$ cat config.mk
export PLATFORM = sky130hd
export DESIGN_NAME = aspfc_ctrl
export DESIGN_NICKNAME = d
export VERILOG_FILES = /design/src/logic/aspfc_ctrl.v
export VERILOG_INCLUDE_DIRS = /design/src /design/src/common
export SDC_FILE = /design/constraint.sdc
export NUM_CORES = 1
export LEC_CHECK = 0
export BUFFER_PORTS_ARGS = -buffer_cell sky130_fd_sc_hd__buf_2
export CAP_MARGIN = 20
export CORE_ASPECT_RATIO = 1.5
export CORE_UTILIZATION = 54
export CTS_CLUSTER_DIAMETER = 120
export DETAILED_ROUTE_END_ITERATION = 10
export GPL_TIMING_DRIVEN = 0
export PLACE_DENSITY = 0.79
export REMOVE_ABC_BUFFERS = 1
export SYNTH_ARGS = -nofsm -noshare
export SYNTH_HDL_FRONTEND = slang
export SYNTH_SLANG_ARGS = --single-unit
$ cat constraint.sdc
create_clock -name clk -period 5.1 [get_ports clk]
set_input_delay 0.255 -clock clk [delete_from_list [all_inputs] [get_ports clk]]
set_output_delay 0.255 -clock clk [all_outputs]
set_load 0.02 [all_outputs]
$ cat src/common/aspfc_consts.vh
`ifndef ASPFC_CONSTS_VH
`define ASPFC_CONSTS_VH
// Register byte addresses
`define ASPFC_ADDR_CTRL    8'h00
`define ASPFC_ADDR_CHSEL   8'h04
`define ASPFC_ADDR_TIMING  8'h08
`define ASPFC_ADDR_STATUS  8'h0c
`define ASPFC_ADDR_RESULT  8'h10
`define ASPFC_ADDR_PINCFG  8'h14
`define ASPFC_ADDR_PORT    8'h18
// Control fields
`define ASPFC_CTRL_SAMPLE  0
`define ASPFC_CTRL_AUTO    1
`define ASPFC_CTRL_RCSEL   2
`define ASPFC_CTRL_SIDL    3
`define ASPFC_CTRL_FMT_LO  4
`define ASPFC_CTRL_ALT     6
`define ASPFC_CTRL_ON      7
`define ASPFC_CTRL_W       8
// Status fields
`define ASPFC_ST_DONE      0
`define ASPFC_ST_BUSY      1
`define ASPFC_ST_POWERED   2
`define ASPFC_ST_STABLE    3
// Output formats
`define ASPFC_FMT_INT      2'b00
`define ASPFC_FMT_SINT     2'b01
`define ASPFC_FMT_FRAC     2'b10
`define ASPFC_FMT_SFRAC    2'b11
// Reset values
`define ASPFC_CTRL_RST     8'h00
`define ASPFC_CHSEL_RST    8'h00
`define ASPFC_TAD_DIV_RST  6'h01
`define ASPFC_SAMC_RST     5'h01
`define ASPFC_PINCFG_RST   16'h0000
// Timing
`define ASPFC_CLK_MHZ      40
`define ASPFC_CONV_TAD     12
`define ASPFC_MIN_SAMPLE_CONTROL_BIT_TAD 1
`define ASPFC_T_INSTR_NS   25
`define ASPFC_T_STAB_NS    20000
`define ASPFC_RC_DIV       4
`endif

$ cat src/logic/aspfc_ctrl.v
`timescale 1ns/1ps
`include "aspfc_consts.vh"
// Contract
// - Sampling ends either by software clearing the sample bit or automatically.
// - After a channel change a full sampling interval precedes the next conversion.
// - Module-on high powers the converter; low disables digital and analog parts.
// - In CPU sleep every converter clock source except the RC clock stops and stays low.
// - Sleep during a conversion aborts it unless the RC clock is selected; it never resumes afterwards.
// - Sleep entry and exit leave all register contents unchanged.
// - With RC clock the converter runs in sleep, delaying one instruction cycle.
// - Conversion end sets the done flag and writes the result buffer.
// - Done in sleep wakes if enabled, else converter powers off, on bit kept.
// - Stop-in-idle zero keeps running in idle; one halts during idle.
// - Reset restores registers, turns module off, aborts sampling and conversion.
// - Reset leaves the result buffer untouched; undefined after power-on.
// - Ten-bit result and buffer; two-bit format picks one of three 16-bit views, both fractional codes alike.
// - Integer right-justified, signed integer sign-extended, fractional left-justified.
// - Buffer writes are always right-justified integer data.
// - Analog pins must be inputs; an output pin converts its own digital level.
// - Sequencing ignores pin direction bits; select fields only restart sampling on a channel change.
// - Port reads return zero for every analog-configured pin.
// - A digital-input pin passes no analog level to the converter.
module aspfc_ctrl #(
  parameter NPINS    = 16,
  parameter STAB_CYC = (`ASPFC_T_STAB_NS * `ASPFC_CLK_MHZ + 999) / 1000
) (
  input  wire             clk,
  input  wire             rstn,
  input  wire [7:0]       avs_address,
  input  wire             avs_read,
  input  wire             avs_write,
  input  wire [31:0]      avs_writedata,
  input  wire [3:0]       avs_byteenable,
  output reg  [31:0]      avs_readdata,
  output wire             avs_waitrequest,
  input  wire             cpu_sleep,
  input  wire             cpu_idle,
  input  wire             irq_enable,
  input  wire [9:0]       ain_code,
  input  wire [NPINS-1:0] pin_direction_bits,
  input  wire [NPINS-1:0] pin_out,
  input  wire [NPINS-1:0] pin_in,
  output reg  [3:0]       ain_select,
  output reg              sample_hold,
  output reg              analog_power_on,
  output reg              adc_clk_en,
  output reg              done_pulse,
  output reg              wake_req
);
  localparam INSTR_CYC = (`ASPFC_T_INSTR_NS * `ASPFC_CLK_MHZ + 999) / 1000;
  // Manual sampling floor in conversion clocks
  localparam [4:0] MIN_SAMPLE_CONTROL_BIT = `ASPFC_MIN_SAMPLE_CONTROL_BIT_TAD;
  localparam [2:0] S_OFF = 3'd0, S_IDLE = 3'd1, S_SAMPLE_CONTROL_BIT = 3'd2, S_RCW = 3'd3, S_CONV = 3'd4;

  function [31:0] be_merge;
    input [31:0] old;
    input [31:0] wd;
    input [3:0]  be;
    integer i;
    begin
      for (i = 0; i < 4; i = i + 1)
        be_merge[i*8 +: 8] = be[i] ? wd[i*8 +: 8] : old[i*8 +: 8];
    end
  endfunction

  function [15:0] fmt_view;
    input [9:0] d;
    input [1:0] f;
    begin
      case (f)
        `ASPFC_FMT_INT:  fmt_view = {6'b00_0000, d};
        `ASPFC_FMT_SINT: fmt_view = {{6{d[9]}}, d};
        default:         fmt_view = {d, 6'b00_0000};
      endcase
    end
  endfunction

  reg [`ASPFC_CTRL_W-1:0] ctrl_reg;
  reg [7:0]       chsel_reg;
  reg [5:0]       tad_div_reg;
  reg [4:0]       samc_reg;
  reg [NPINS-1:0] pincfg_reg;
  reg             done_reg;
  reg [9:0]       result_buffer;
  reg [2:0]       st_reg;
  reg [5:0]       tad_cnt_reg;
  reg [4:0]       sample_control_bit_cnt_reg;
  reg [3:0]       conv_cnt_reg;
  reg [2:0]       rcw_cnt_reg;
  reg [2:0]       rc_cnt_reg;
  reg             use_b_reg;
  reg             pwroff_reg;
  reg [15:0]      stab_cnt_reg;
  reg             ack_reg;
  reg [NPINS-1:0] pin_s1_reg;
  reg [NPINS-1:0] pin_s2_reg;

  wire sample_control_bit   = ctrl_reg[`ASPFC_CTRL_SAMPLE];
  wire auto_sample          = ctrl_reg[`ASPFC_CTRL_AUTO];
  wire rc_clock_select      = ctrl_reg[`ASPFC_CTRL_RCSEL];
  wire stop_in_idle_bit     = ctrl_reg[`ASPFC_CTRL_SIDL];
  wire [1:0] output_format_select = ctrl_reg[`ASPFC_CTRL_FMT_LO +: 2];
  wire alt_inputs           = ctrl_reg[`ASPFC_CTRL_ALT];
  wire module_on_bit        = ctrl_reg[`ASPFC_CTRL_ON];
  wire [3:0] ch0_positive_select_a = chsel_reg[3:0];
  wire [3:0] ch0_positive_select_b = chsel_reg[7:4];
  wire [NPINS-1:0] pin_analog_config = pincfg_reg;
  // Byte-lane merges, cut back to register width at the write
  wire [31:0] ctrl_merge  = be_merge({24'h00_0000, ctrl_reg}, avs_writedata, avs_byteenable);
  wire [31:0] chsel_merge = be_merge({24'h00_0000, chsel_reg}, avs_writedata, avs_byteenable);

  // Avalon: one wait state; read data is latched on the edge that raises ack, write data on the next edge
  assign avs_waitrequest = (avs_read | avs_write) & ~ack_reg;
  wire wr_go = avs_write & ack_reg;

  wire [3:0] chan = (alt_inputs & use_b_reg) ? ch0_positive_select_b : ch0_positive_select_a;

  // sleep stops every converter clock unless the RC source keeps running
  wire sleep_stop = cpu_sleep & ~rc_clock_select;
  // stop-in-idle freezes the sequencer during CPU idle
  wire idle_stop  = cpu_idle & stop_in_idle_bit;
  wire run        = module_on_bit & ~pwroff_reg & ~sleep_stop & ~idle_stop;

  wire rc_tick  = (rc_cnt_reg == `ASPFC_RC_DIV - 1);
  wire sys_tick = (tad_cnt_reg >= tad_div_reg);
  wire tad_tick = run & (rc_clock_select ? rc_tick : sys_tick);

  // a new channel restarts the sampling interval
  wire chan_changed = (chan != ain_select);
  wire [4:0] sample_control_bit_need = auto_sample ? ((samc_reg == 5'h00) ? 5'h01 : samc_reg)
                                     : MIN_SAMPLE_CONTROL_BIT;
  // manual sampling is stretched to the minimum if software ends it early
  wire sample_control_bit_met = (sample_control_bit_cnt_reg >= sample_control_bit_need) & ~chan_changed;
  // sampling ends on sample-bit clear or on the automatic count
  // automatic conversions start only after the programmed interval
  wire sample_control_bit_end = sample_control_bit_met & (auto_sample | ~sample_control_bit);
  wire conv_fin = (st_reg == S_CONV) & tad_tick & (conv_cnt_reg == `ASPFC_CONV_TAD - 1);

  // an output pin converts its own driven level
  // a digital-configured pin yields no analog code
  wire [9:0] conv_val = pin_analog_config[chan] ? 10'h000 :
                        (~pin_direction_bits[chan] ? {10{pin_out[chan]}} : ain_code);

  reg [2:0] st_next;
  always @* begin
    st_next = st_reg;
    case (st_reg)
      S_OFF:  if (module_on_bit & ~pwroff_reg) st_next = S_IDLE;
      S_IDLE: if (run & (sample_control_bit | auto_sample)) st_next = S_SAMPLE_CONTROL_BIT;
      S_SAMPLE_CONTROL_BIT: if (tad_tick & sample_control_bit_end) st_next = rc_clock_select ? S_RCW : S_CONV;
      S_RCW:  if (run & (rcw_cnt_reg == INSTR_CYC - 1)) st_next = S_CONV;
      S_CONV: if (conv_fin) st_next = S_IDLE;
      default: st_next = S_OFF;
    endcase
    // sleep mid-conversion drops it for good
    if (sleep_stop & ((st_reg == S_CONV) | (st_reg == S_RCW)))
      st_next = S_IDLE;
    if (~module_on_bit | pwroff_reg)
      st_next = S_OFF;
  end

  // RC mode waits one instruction cycle before converting
  always @(posedge clk) begin
    if (!rstn)
      rcw_cnt_reg <= 3'd0;
    else if (st_reg != S_RCW)
      rcw_cnt_reg <= 3'd0;
    else if (run)
      rcw_cnt_reg <= rcw_cnt_reg + 3'd1;
  end

  always @(posedge clk) begin
    if (!rstn) begin
      tad_cnt_reg <= 6'h00;
      rc_cnt_reg  <= 3'd0;
    end else begin
      if (!run || sys_tick)
        tad_cnt_reg <= 6'h00;
      else
        tad_cnt_reg <= tad_cnt_reg + 6'h01;
      if (!run || rc_tick)
        rc_cnt_reg <= 3'd0;
      else
        rc_cnt_reg <= rc_cnt_reg + 3'd1;
    end
  end

  // reset turns the module off and aborts any sequence
  // sequencing reads no direction bits; select fields only restart sampling on a channel change
  always @(posedge clk) begin
    if (!rstn) begin
      st_reg       <= S_OFF;
      sample_control_bit_cnt_reg <= 5'h00;
      conv_cnt_reg <= 4'h0;
      use_b_reg    <= 1'b0;
      ain_select   <= 4'h0;
    end else begin
      st_reg     <= st_next;
      ain_select <= chan;
      if (st_reg != S_SAMPLE_CONTROL_BIT || chan_changed)
        sample_control_bit_cnt_reg <= 5'h00;
      else if (tad_tick && sample_control_bit_cnt_reg != 5'h1f)
        sample_control_bit_cnt_reg <= sample_control_bit_cnt_reg + 5'h01;
      if (st_reg != S_CONV)
        conv_cnt_reg <= 4'h0;
      else if (tad_tick)
        conv_cnt_reg <= conv_cnt_reg + 4'h1;
      if (conv_fin)
        // Alternate inputs swap channel after each result
        use_b_reg <= alt_inputs & ~use_b_reg;
    end
  end

  // buffer has no reset so a device reset keeps its contents
  always @(posedge clk) begin
    if (conv_fin)
      result_buffer <= conv_val;
    // bus writes land right-justified regardless of format
    else if (wr_go && avs_address == `ASPFC_ADDR_RESULT && avs_byteenable[1:0] == 2'b11)
      result_buffer <= avs_writedata[9:0];
  end

  // stable flag lets software see the power-up settling time
  always @(posedge clk) begin
    if (!rstn)
      stab_cnt_reg <= 16'h0000;
    else if (!analog_power_on)
      stab_cnt_reg <= 16'h0000;
    else if (stab_cnt_reg < STAB_CYC)
      stab_cnt_reg <= stab_cnt_reg + 16'h0001;
  end

  // sleep touches no register; only hardware events below change them
  always @(posedge clk) begin
    if (!rstn) begin
      ctrl_reg    <= `ASPFC_CTRL_RST;
      chsel_reg   <= `ASPFC_CHSEL_RST;
      tad_div_reg <= `ASPFC_TAD_DIV_RST;
      samc_reg    <= `ASPFC_SAMC_RST;
      pincfg_reg  <= `ASPFC_PINCFG_RST;
      done_reg    <= 1'b0;
      pwroff_reg  <= 1'b0;
    end else begin
      if (wr_go) begin
        case (avs_address)
          `ASPFC_ADDR_CTRL:   ctrl_reg <= ctrl_merge[`ASPFC_CTRL_W-1:0];
          `ASPFC_ADDR_CHSEL:  chsel_reg <= chsel_merge[7:0];
          `ASPFC_ADDR_TIMING: begin
            if (avs_byteenable[0])
              tad_div_reg <= avs_writedata[5:0];
            if (avs_byteenable[1])
              samc_reg <= avs_writedata[12:8];
          end
          `ASPFC_ADDR_PINCFG: begin
            if (avs_byteenable[0])
              pincfg_reg[7:0] <= avs_writedata[7:0];
            if (avs_byteenable[1])
              pincfg_reg[NPINS-1:8] <= avs_writedata[NPINS-1:8];
          end
          `ASPFC_ADDR_STATUS:
            if (avs_byteenable[0] && avs_writedata[`ASPFC_ST_DONE])
              done_reg <= 1'b0;
          default: ;
        endcase
      end
      // Hardware updates after software so a same-cycle event wins
      if (st_reg == S_SAMPLE_CONTROL_BIT && tad_tick && sample_control_bit_end && auto_sample)
        ctrl_reg[`ASPFC_CTRL_SAMPLE] <= 1'b0;
      if (conv_fin) begin
        done_reg <= 1'b1;
        if (auto_sample)
          ctrl_reg[`ASPFC_CTRL_SAMPLE] <= 1'b1;
        // done in sleep without wake powers the converter down
        if (cpu_sleep && !irq_enable)
          pwroff_reg <= 1'b1;
      end
      // Writing the on bit low or a reset are the only exits from self power-off
      if (!module_on_bit)
        pwroff_reg <= 1'b0;
    end
  end

  // analog-configured pins read back as zero
  wire [NPINS-1:0] port_view = pin_s2_reg & pin_analog_config;

  // formatted 16-bit view of the ten-bit buffer
  // format field picks integer, signed or fractional layout
  wire [15:0] res_view = fmt_view(result_buffer, output_format_select);

  reg [31:0] rd_mux;
  always @* begin
    rd_mux = 32'h0000_0000;
    case (avs_address)
      `ASPFC_ADDR_CTRL:   rd_mux = {24'h00_0000, ctrl_reg};
      `ASPFC_ADDR_CHSEL:  rd_mux = {24'h00_0000, chsel_reg};
      `ASPFC_ADDR_TIMING: rd_mux = {19'h0_0000, samc_reg, 2'b00, tad_div_reg};
      `ASPFC_ADDR_STATUS: rd_mux = {28'h000_0000, stab_cnt_reg >= STAB_CYC,
                                    analog_power_on, st_reg == S_CONV, done_reg};
      `ASPFC_ADDR_RESULT: rd_mux = {16'h0000, res_view};
      `ASPFC_ADDR_PINCFG: rd_mux = {{(32-NPINS){1'b0}}, pincfg_reg};
      `ASPFC_ADDR_PORT:   rd_mux = {{(32-NPINS){1'b0}}, port_view};
      default:            rd_mux = 32'h0000_0000;
    endcase
  end

  always @(posedge clk) begin
    if (!rstn) begin
      ack_reg      <= 1'b0;
      avs_readdata <= 32'h0000_0000;
      pin_s1_reg   <= {NPINS{1'b0}};
      pin_s2_reg   <= {NPINS{1'b0}};
    end else begin
      ack_reg    <= (avs_read | avs_write) & ~ack_reg;
      pin_s1_reg <= pin_in;
      pin_s2_reg <= pin_s1_reg;
      if (avs_read && !ack_reg)
        avs_readdata <= rd_mux;
    end
  end

  always @(posedge clk) begin
    if (!rstn) begin
      sample_hold     <= 1'b0;
      analog_power_on <= 1'b0;
      adc_clk_en      <= 1'b0;
      done_pulse      <= 1'b0;
      wake_req        <= 1'b0;
    end else begin
      sample_hold     <= (st_next == S_SAMPLE_CONTROL_BIT);
      analog_power_on <= module_on_bit & ~pwroff_reg;
      // clock enable held low whenever clocks must stop
      adc_clk_en      <= tad_tick;
      done_pulse      <= conv_fin;
      // enabled interrupt wakes the CPU from sleep
      wake_req        <= conv_fin & cpu_sleep & irq_enable;
    end
  end

endmodule // aspfc_ctrl

==> metrics.md, run 1 <==
| Metric | Value |
|---|---|
| Data arrival, critical path | `~3.3 ns` |
| CTS tree | `done` |
| FF+latch area | `3183 µm²` |
| Failing checks | `design-rule violations` |
| Filler Cell Count | `approximately 1200` |
| Max-slew violations | `0` |
| GP Congestion | `approximately 0.9` |
| Setup TNS | `0 ns` |
| First-pass DRT Iterations | `8` |
| Worst Max-Slew Pin Slew | `0.9041 ns` |
| Worst Clk Skew | `0.01257 ns` |
| Placed inst area | `8031 µm²` |
| Synth warn | `0` |
| Met1 usage | `0.3025` |
| Die area | `roughly 14000 µm²` |
| Minimum clock period | `3.100 ns` |
| Area share of the largest cell type after synthesis | `0.3863` |
| I/O pin cnt | `151` |
| Die height | `about 150 µm` |
| Antenna diodes | `0` |
| Status | `finished, violations left` |
| Worst-path maximum fanout | `16` |
| Number of global-route vias before repair | `6287` |
| Wirelength, routed | `19010 µm` |
| Flops & latches, synth | `154` |
| # setup viols final | `0` |
| Drt wl/cell | `~17 µm` |
| Seq/Total Area, Yosys | `0.4266` |
| Hold Path Stages | `2` |
| Final Non-Filler Cells | `1118` |
| Clock sinks | `154` |
| CTS buffer count | `17` |
| RSZ-0062 raised after global routing | `false` |
| R2R Path End | `result_buffer[0]` |
| Initial antenna violation count | `0` |
| Clock root cell | `clkbuf_16` |
| Via count | `6529` |
| Max-capacitance violation count | `0` |
| Post-synthesis cell type count | `73` |
| First-pass GRT wire length | `between 30000 and 40000 µm` |
| Ys async rst share | `0` |
| Ys flop type | `dfxtp_1` |
| Overflow after GRT | `0` |
| Reg-to-reg slack, setup | `2.00 ns` |
| Maximum clock frequency | `322.6 MHz` |
| Hold-fix buffers, CTS | `0` |
| Number of synthesized flops with an enable pin | `10` |
| Final HPWL DP | `13760 µm` |
| Layout cells sized above 1 | `0.1862` |
| Final period utilization | `0.6078` |
| Mapped Cells | `848` |
| Avg Inst Size Synth | `8.800 µm²` |
| Worst r2r src | `ctrl_reg[6]` |
| Worst path required time | `about 5.3 ns` |
| Die extent in x | `97.98 µm` |
| Fin area | `8666 µm²` |
| DP Cell Count | `1083` |
| Leakage | `about 3.6 nW` |
| DR iter-0 viols | `425` |
| Total track usage | `0.2696` |
| Drc violations | `10` |
| Setup Fix Bufs, Post-CTS | `0` |
| Met3 global-route usage | `0.04563` |
| Post-CTS resize count | `0` |
| PwrDens | `between 300 and 400 nW/µm²` |
| H-tree depth | `4` |
| Hold EP | `pin_s1_reg[7]` |
| Worst slew margin | `0.3817` |
| Critical path capture point type | `register` |
| Multi-input gate area | `~4000 µm²` |
| NumNets Final | `between 1000 and 1500` |
| Crit path kind | `reg2reg` |
| Synth area leaders | `dfxtp_1 39%, mux2i_1 6.2%, nand2_1 5.6%` |
| Cell Rows | `52` |
| Largest net degree at the start of global routing | `65` |
| Hold Crit Start | `pin_in[7]` |
| Clock Latency Late Sink | `0.42 ns` |
| Initial core utilization | `0.5541` |
| Final ANT Viol Nets | `0` |
| Area growth from synthesis to layout | `16.13%` |
| Vias/cell | `5.840` |
| Number of hold violations in the final report | `0` |
| Core box area | `13470 µm²` |
| GR peak layer | `met2` |
| Synthesized area | `between 7000 and 8000 µm²` |
| R2R depth | `7` |
| Crit path launch type | `register` |
| Worst vdd ir | `between 150 and 200 µV` |
| Port buffer count | `about 120` |
| Reg clk slew, reported paths | `0.07 ns` |
| Dominant cell type by area after synthesis | `dfxtp_1` |
| Worst hold path class | `in2reg` |
| GRT met2 Usage | `0.4866` |
| CTS max path bufs | `2` |
final cells by class:
| type | count | area share |
|---|---|---|
| inverters | 26 | 0.01126 |
| repair buffers | 122 | 0.07450 |
| multi-input cells | 622 | 0.4544 |
| well taps | 162 | 0.02339 |
| clock buffers | 21 | 0.05819 |
| flip-flops and latches | 154 | 0.3673 |
| clock inverters | 11 | 0.01097 |
cell usage in the layout, fill, tap and decap left out, types with 8 or more instances in the layout:
cell         n
mux2i_1     46
clkbuf_16   20
a22oi_1     12
nor2_1     103
nor3_1       8
buf_2      116
and3_1      18
dfxtp_1    144
nand2b_1     9
nor3b_1     13
ha_1        21
nor2b_1     12
xnor2_1     12
edfxtp_1    10
and2_1      36
nand3_1     21
a21oi_1     49
a211oi_1    11
o21ai_0     20
inv_1       25
conb_1      16
nand2_1    111
o31ai_1     13
xor2_1      12
worst max path at each step:
stage                    from                to  slack (ns)  cells after the start
3_3_place_gp   avs_address[7]  result_buffer[3]        1.29                      4
4_1_cts           ctrl_reg[6]  result_buffer[0]        1.96                      7
3_5_place_dp      ctrl_reg[6]  result_buffer[0]        1.97                      7
6_report          ctrl_reg[6]  result_buffer[0]        2.00                      7
2_1_floorplan  avs_address[7]  result_buffer[0]        2.07                      3
5_1_grt           ctrl_reg[6]  result_buffer[0]        1.86                      7
report_power, final:
group / internal (mW) / switching [mW] / total (mW)
sequential: 1.23 / 0.00361 / 1.23
combinational: 0.0497 / 0.0803 / 0.130
clock: 0.722 / 0.529 / 1.25
metrics by stage:
stage / hold slack [ns] / power, mW / utilization / setup slack, ns
after floorplan: 0.3169 / 1.314 / - / 2.067
after global placement: 0.4141 / 1.381 / 0.5931 / 1.293
after detailed placement: 0.4191 / 1.383 / 0.5963 / 1.968
after CTS: 0.02961 / 2.614 / 0.6408 / 1.965
after global routing: 0.03700 / 2.693 / 0.6434 / 1.862
final: 0.03278 / 2.612 / 0.6434 / 2.000
routing by layer:
layer,up-vias,part of all wire
met4,0,0.040
met5,-,0
li1,3088,-
met2,284,0.52
met3,64,0.064
met1,3093,0.37
logic make-up after synthesis:
kind of cell,synth area share
xor+xnor,0.02817
buf+inv,0.05516
flops,0.4266
mux,0.08316
other cells,0.0005025
fa+ha+maj,0.03521
compound gates,0.1387
simple gates,0.2326
critical path: stages, from the launching register on:
cell	delay, ns
dfxtp_1	0.51
a21bo_2	0.24
and2_1	0.60
mux4_2	0.59
a22o_1	0.28
a41oi_2	0.24
o2bb2ai_4	0.25
o31ai_1	0.14
synth_stat cells (4+ instances only):
cell type	n
ha_1	21
and2_1	36
nor3_1	8
clkbuf_1	31
nand2_1	111
nor2b_1	12
nor2_1	103
and3_1	18
mux2i_1	46
edfxtp_1	10
o21ai_0	20
a21oi_1	49
xor2_1	12
or2_2	4
nor3b_1	13
a211oi_1	11
buf_4	19
dfxtp_1	144
buf_1	5
a31oi_1	5
a22oi_1	12
nand2b_1	9
o31ai_1	13
nand4_1	4
buf_2	5
mux4_2	5
inv_1	25
a311o_1	4
xnor2_1	12
nand3_1	21
o21a_1	4
No activity file was read; power rests on OpenSTA's default activity.
==> run 2, diff against run 1 <==
clock period = 2.9 ns   (was 5.1 ns; I/O delays follow)
==> metrics.md, run 2 (synthesis gave the netlist of run 1 again) <==
| Metric | Value |
|---|---|
| Worst path required time | `3.06 ns (-2.20 ns)` |
| Die extent in x | `97.98 µm (unchanged)` |
| H-tree depth | `4 (unchanged)` |
| Crit path launch type | `register` |
| I/O pin cnt | `151 (unchanged)` |
| Clock sinks | `154 (unchanged)` |
| First-pass GRT wire length | `30840 µm (+1.8%)` |
| Vias/cell | `5.779 (-1.0%)` |
| Critical path capture point type | `register` |
| Worst slew margin | `0.3415 (-0.04014)` |
| Total track usage | `0.2740 (+0.004394)` |
| Worst Clk Skew | `0.006881 ns (-0.005684 ns)` |
| Number of hold violations in the final report | `0 (unchanged)` |
| Layout cells sized above 1 | `0.1874 (+0.001180)` |
| Number of global-route vias before repair | `6390 (+1.6%)` |
| Fin area | `8929 µm² (+3.0%)` |
| Port buffer count | `116 (unchanged)` |
| RSZ-0062 raised after global routing | `false` |
| Maximum clock frequency | `360.9 MHz (+12%)` |
| DP Cell Count | `1083 (unchanged)` |
| PwrDens | `517.0 nW/µm² (+72%)` |
| Post-route setup slack | `0.1292 ns (-1.871 ns)` |
| First-pass DRT Iterations | `9 (+1)` |
| Most frequent cells in the layout | `143 x dfxtp_1, 116 x buf_2, 110 x nand2_1` |
| Die area | `14300 µm² (unchanged)` |
| Leakage | `3.707 nW (+3.2%)` |
| Worst hold slack | `0.01136 ns (-0.02142 ns)` |
| Initial antenna violation count | `0 (unchanged)` |
| Drc violations | `10 (unchanged)` |
| Worst-path maximum fanout | `16 (unchanged)` |
| Wirelength, routed | `19430 µm (+2.2%)` |
| Reg clk slew, reported paths | `0.06 ns (about the same)` |
| Minimum clock period | `2.771 ns (-0.3289 ns)` |
| Core box area | `13470 µm² (unchanged)` |
| Worst hold path class | `in2reg` |
| # setup viols final | `0 (unchanged)` |
| Area growth from synthesis to layout | `19.65%` |
| Cell Rows | `52 (unchanged)` |
| NumNets Final | `1099 (+2.4%)` |
| Die height | `146.0 µm (unchanged)` |
| CP max stage cell | `mux4_2` |
| Setup slack at placement | `-0.2318 ns (-2.200 ns)` |
| Overflow after GRT | `0 (unchanged)` |
| Status | `finished, violations left` |
| Clock Latency Late Sink | `0.42 ns (about the same)` |
| DR iter-0 viols | `419 (-1.4%)` |
| CTS max path bufs | `2 (unchanged)` |
| Final Non-Filler Cells | `1144 (+2.3%)` |
| Final period utilization | `0.9554 (+0.3477)` |
| GP Congestion | `0.8795 (unchanged)` |
| Drt wl/cell | `16.98 µm (-0.13%)` |
| CTS tree | `done` |
| Largest net degree at the start of global routing | `65 (unchanged)` |
| Data arrival, critical path | `2.93 ns (-0.33 ns)` |
| Slowest stage delay, CP | `0.54 ns (-0.06 ns)` |
| Worst vdd ir | `277.6 µV (+74%)` |
| Placed inst area | `8031 µm² (unchanged)` |
| Most common cell after layout, fill and taps aside | `dfxtp_1` |
| Failing checks | `design-rule violations` |
| Antenna diodes | `0 (unchanged)` |
| Max-capacitance violation count | `0 (unchanged)` |
| Final ANT Viol Nets | `0 (unchanged)` |
| Max-slew violations | `0 (unchanged)` |
| Crit path kind | `reg2reg` |
| Clock root cell | `clkbuf_16` |
| Via count | `6611 (+1.3%)` |
| Crit-path cells | `a21bo_2 -> and2_4 -> mux4_2 -> a22o_1 -> a41oi_2 -> o2bb2ai_4 -> o31ai_1` |
| Final HPWL DP | `13760 µm (unchanged)` |
| Setup TNS | `0 ns (unchanged)` |
| Worst Max-Slew Pin Slew | `0.9628 ns (+0.05869 ns)` |
| Initial core utilization | `0.5541 (unchanged)` |
| CTS buffer count | `17 (unchanged)` |
[run 2: layout make-up]
type	count	area (µm²)
Clock buffer	21	504.2
Clock inverter	11	95.09
Fill cell	1107	4539
Inverter	26	97.59
Multi-Input combinational cell	622	3944
Sequential cell	154	3184
Tap cell	162	202.7
Timing Repair Buffer	148	900.9
[run 2: worst max-delay path: cells and delay by family, from the launching register on]
family / cells / cell delay (ns)
AO/OA/AOI/OAI: 5 / 1.17
multiplexers: 1 / 0.54
flip-flops: 1 / 0.50
AND/OR/NAND/NOR: 1 / 0.30
[run 2: repair_timing]
action / 4_1_cts / 5_1_grt
gates resized for setup: 3 / 2
pin swaps: 0 / 2
buffers inserted: 0 / 2
hold endpoints to repair: 23 / 0
hold buffers: 24 / 0
setup endpoints to repair: 10 / 17
[run 2: layer usage]
metal  wire [µm]  part of all wire  global-route usage  vias up
met5           0                 0                   0        -
met4         837             0.043              0.1455        0
li1            -                 -                   -     3137
met2       10010              0.52              0.4891      287
met1        7364              0.38              0.3068     3114
met3        1215             0.063             0.04851       73
[run 2: worst paths after layout]
check                        start                to  slack (ns)  depth (start not counted)
setup reg to reg       ctrl_reg[6]  result_buffer[0]        0.13                          7
hold reg to reg      rc_cnt_reg[0]     rc_cnt_reg[0]        0.43                          1
hold / removal    avs_writedata[9]       samc_reg[1]        0.01                          3
setup / recovery       ctrl_reg[6]  result_buffer[0]        0.13                          7
[run 2: stage by stage]
step / power [mW] / util
after CTS: 4.621 / 0.6590
after global routing: 4.756 / 0.6630
after global placement: 2.428 / 0.5931
final: 4.616 / 0.6630
after detailed placement: 2.432 / 0.5963
after floorplan: 2.311 / -
[run 2: report_power, final]
| group | total, mW | internal (mW) | switching (mW) |
|---|---|---|---|
| registers | 2.16 | 2.16 | 0.00669 |
| logic | 0.254 | 0.108 | 0.146 |
| clock network | 2.20 | 1.27 | 0.927 |
| total | 4.62 | 3.54 | 1.08 |
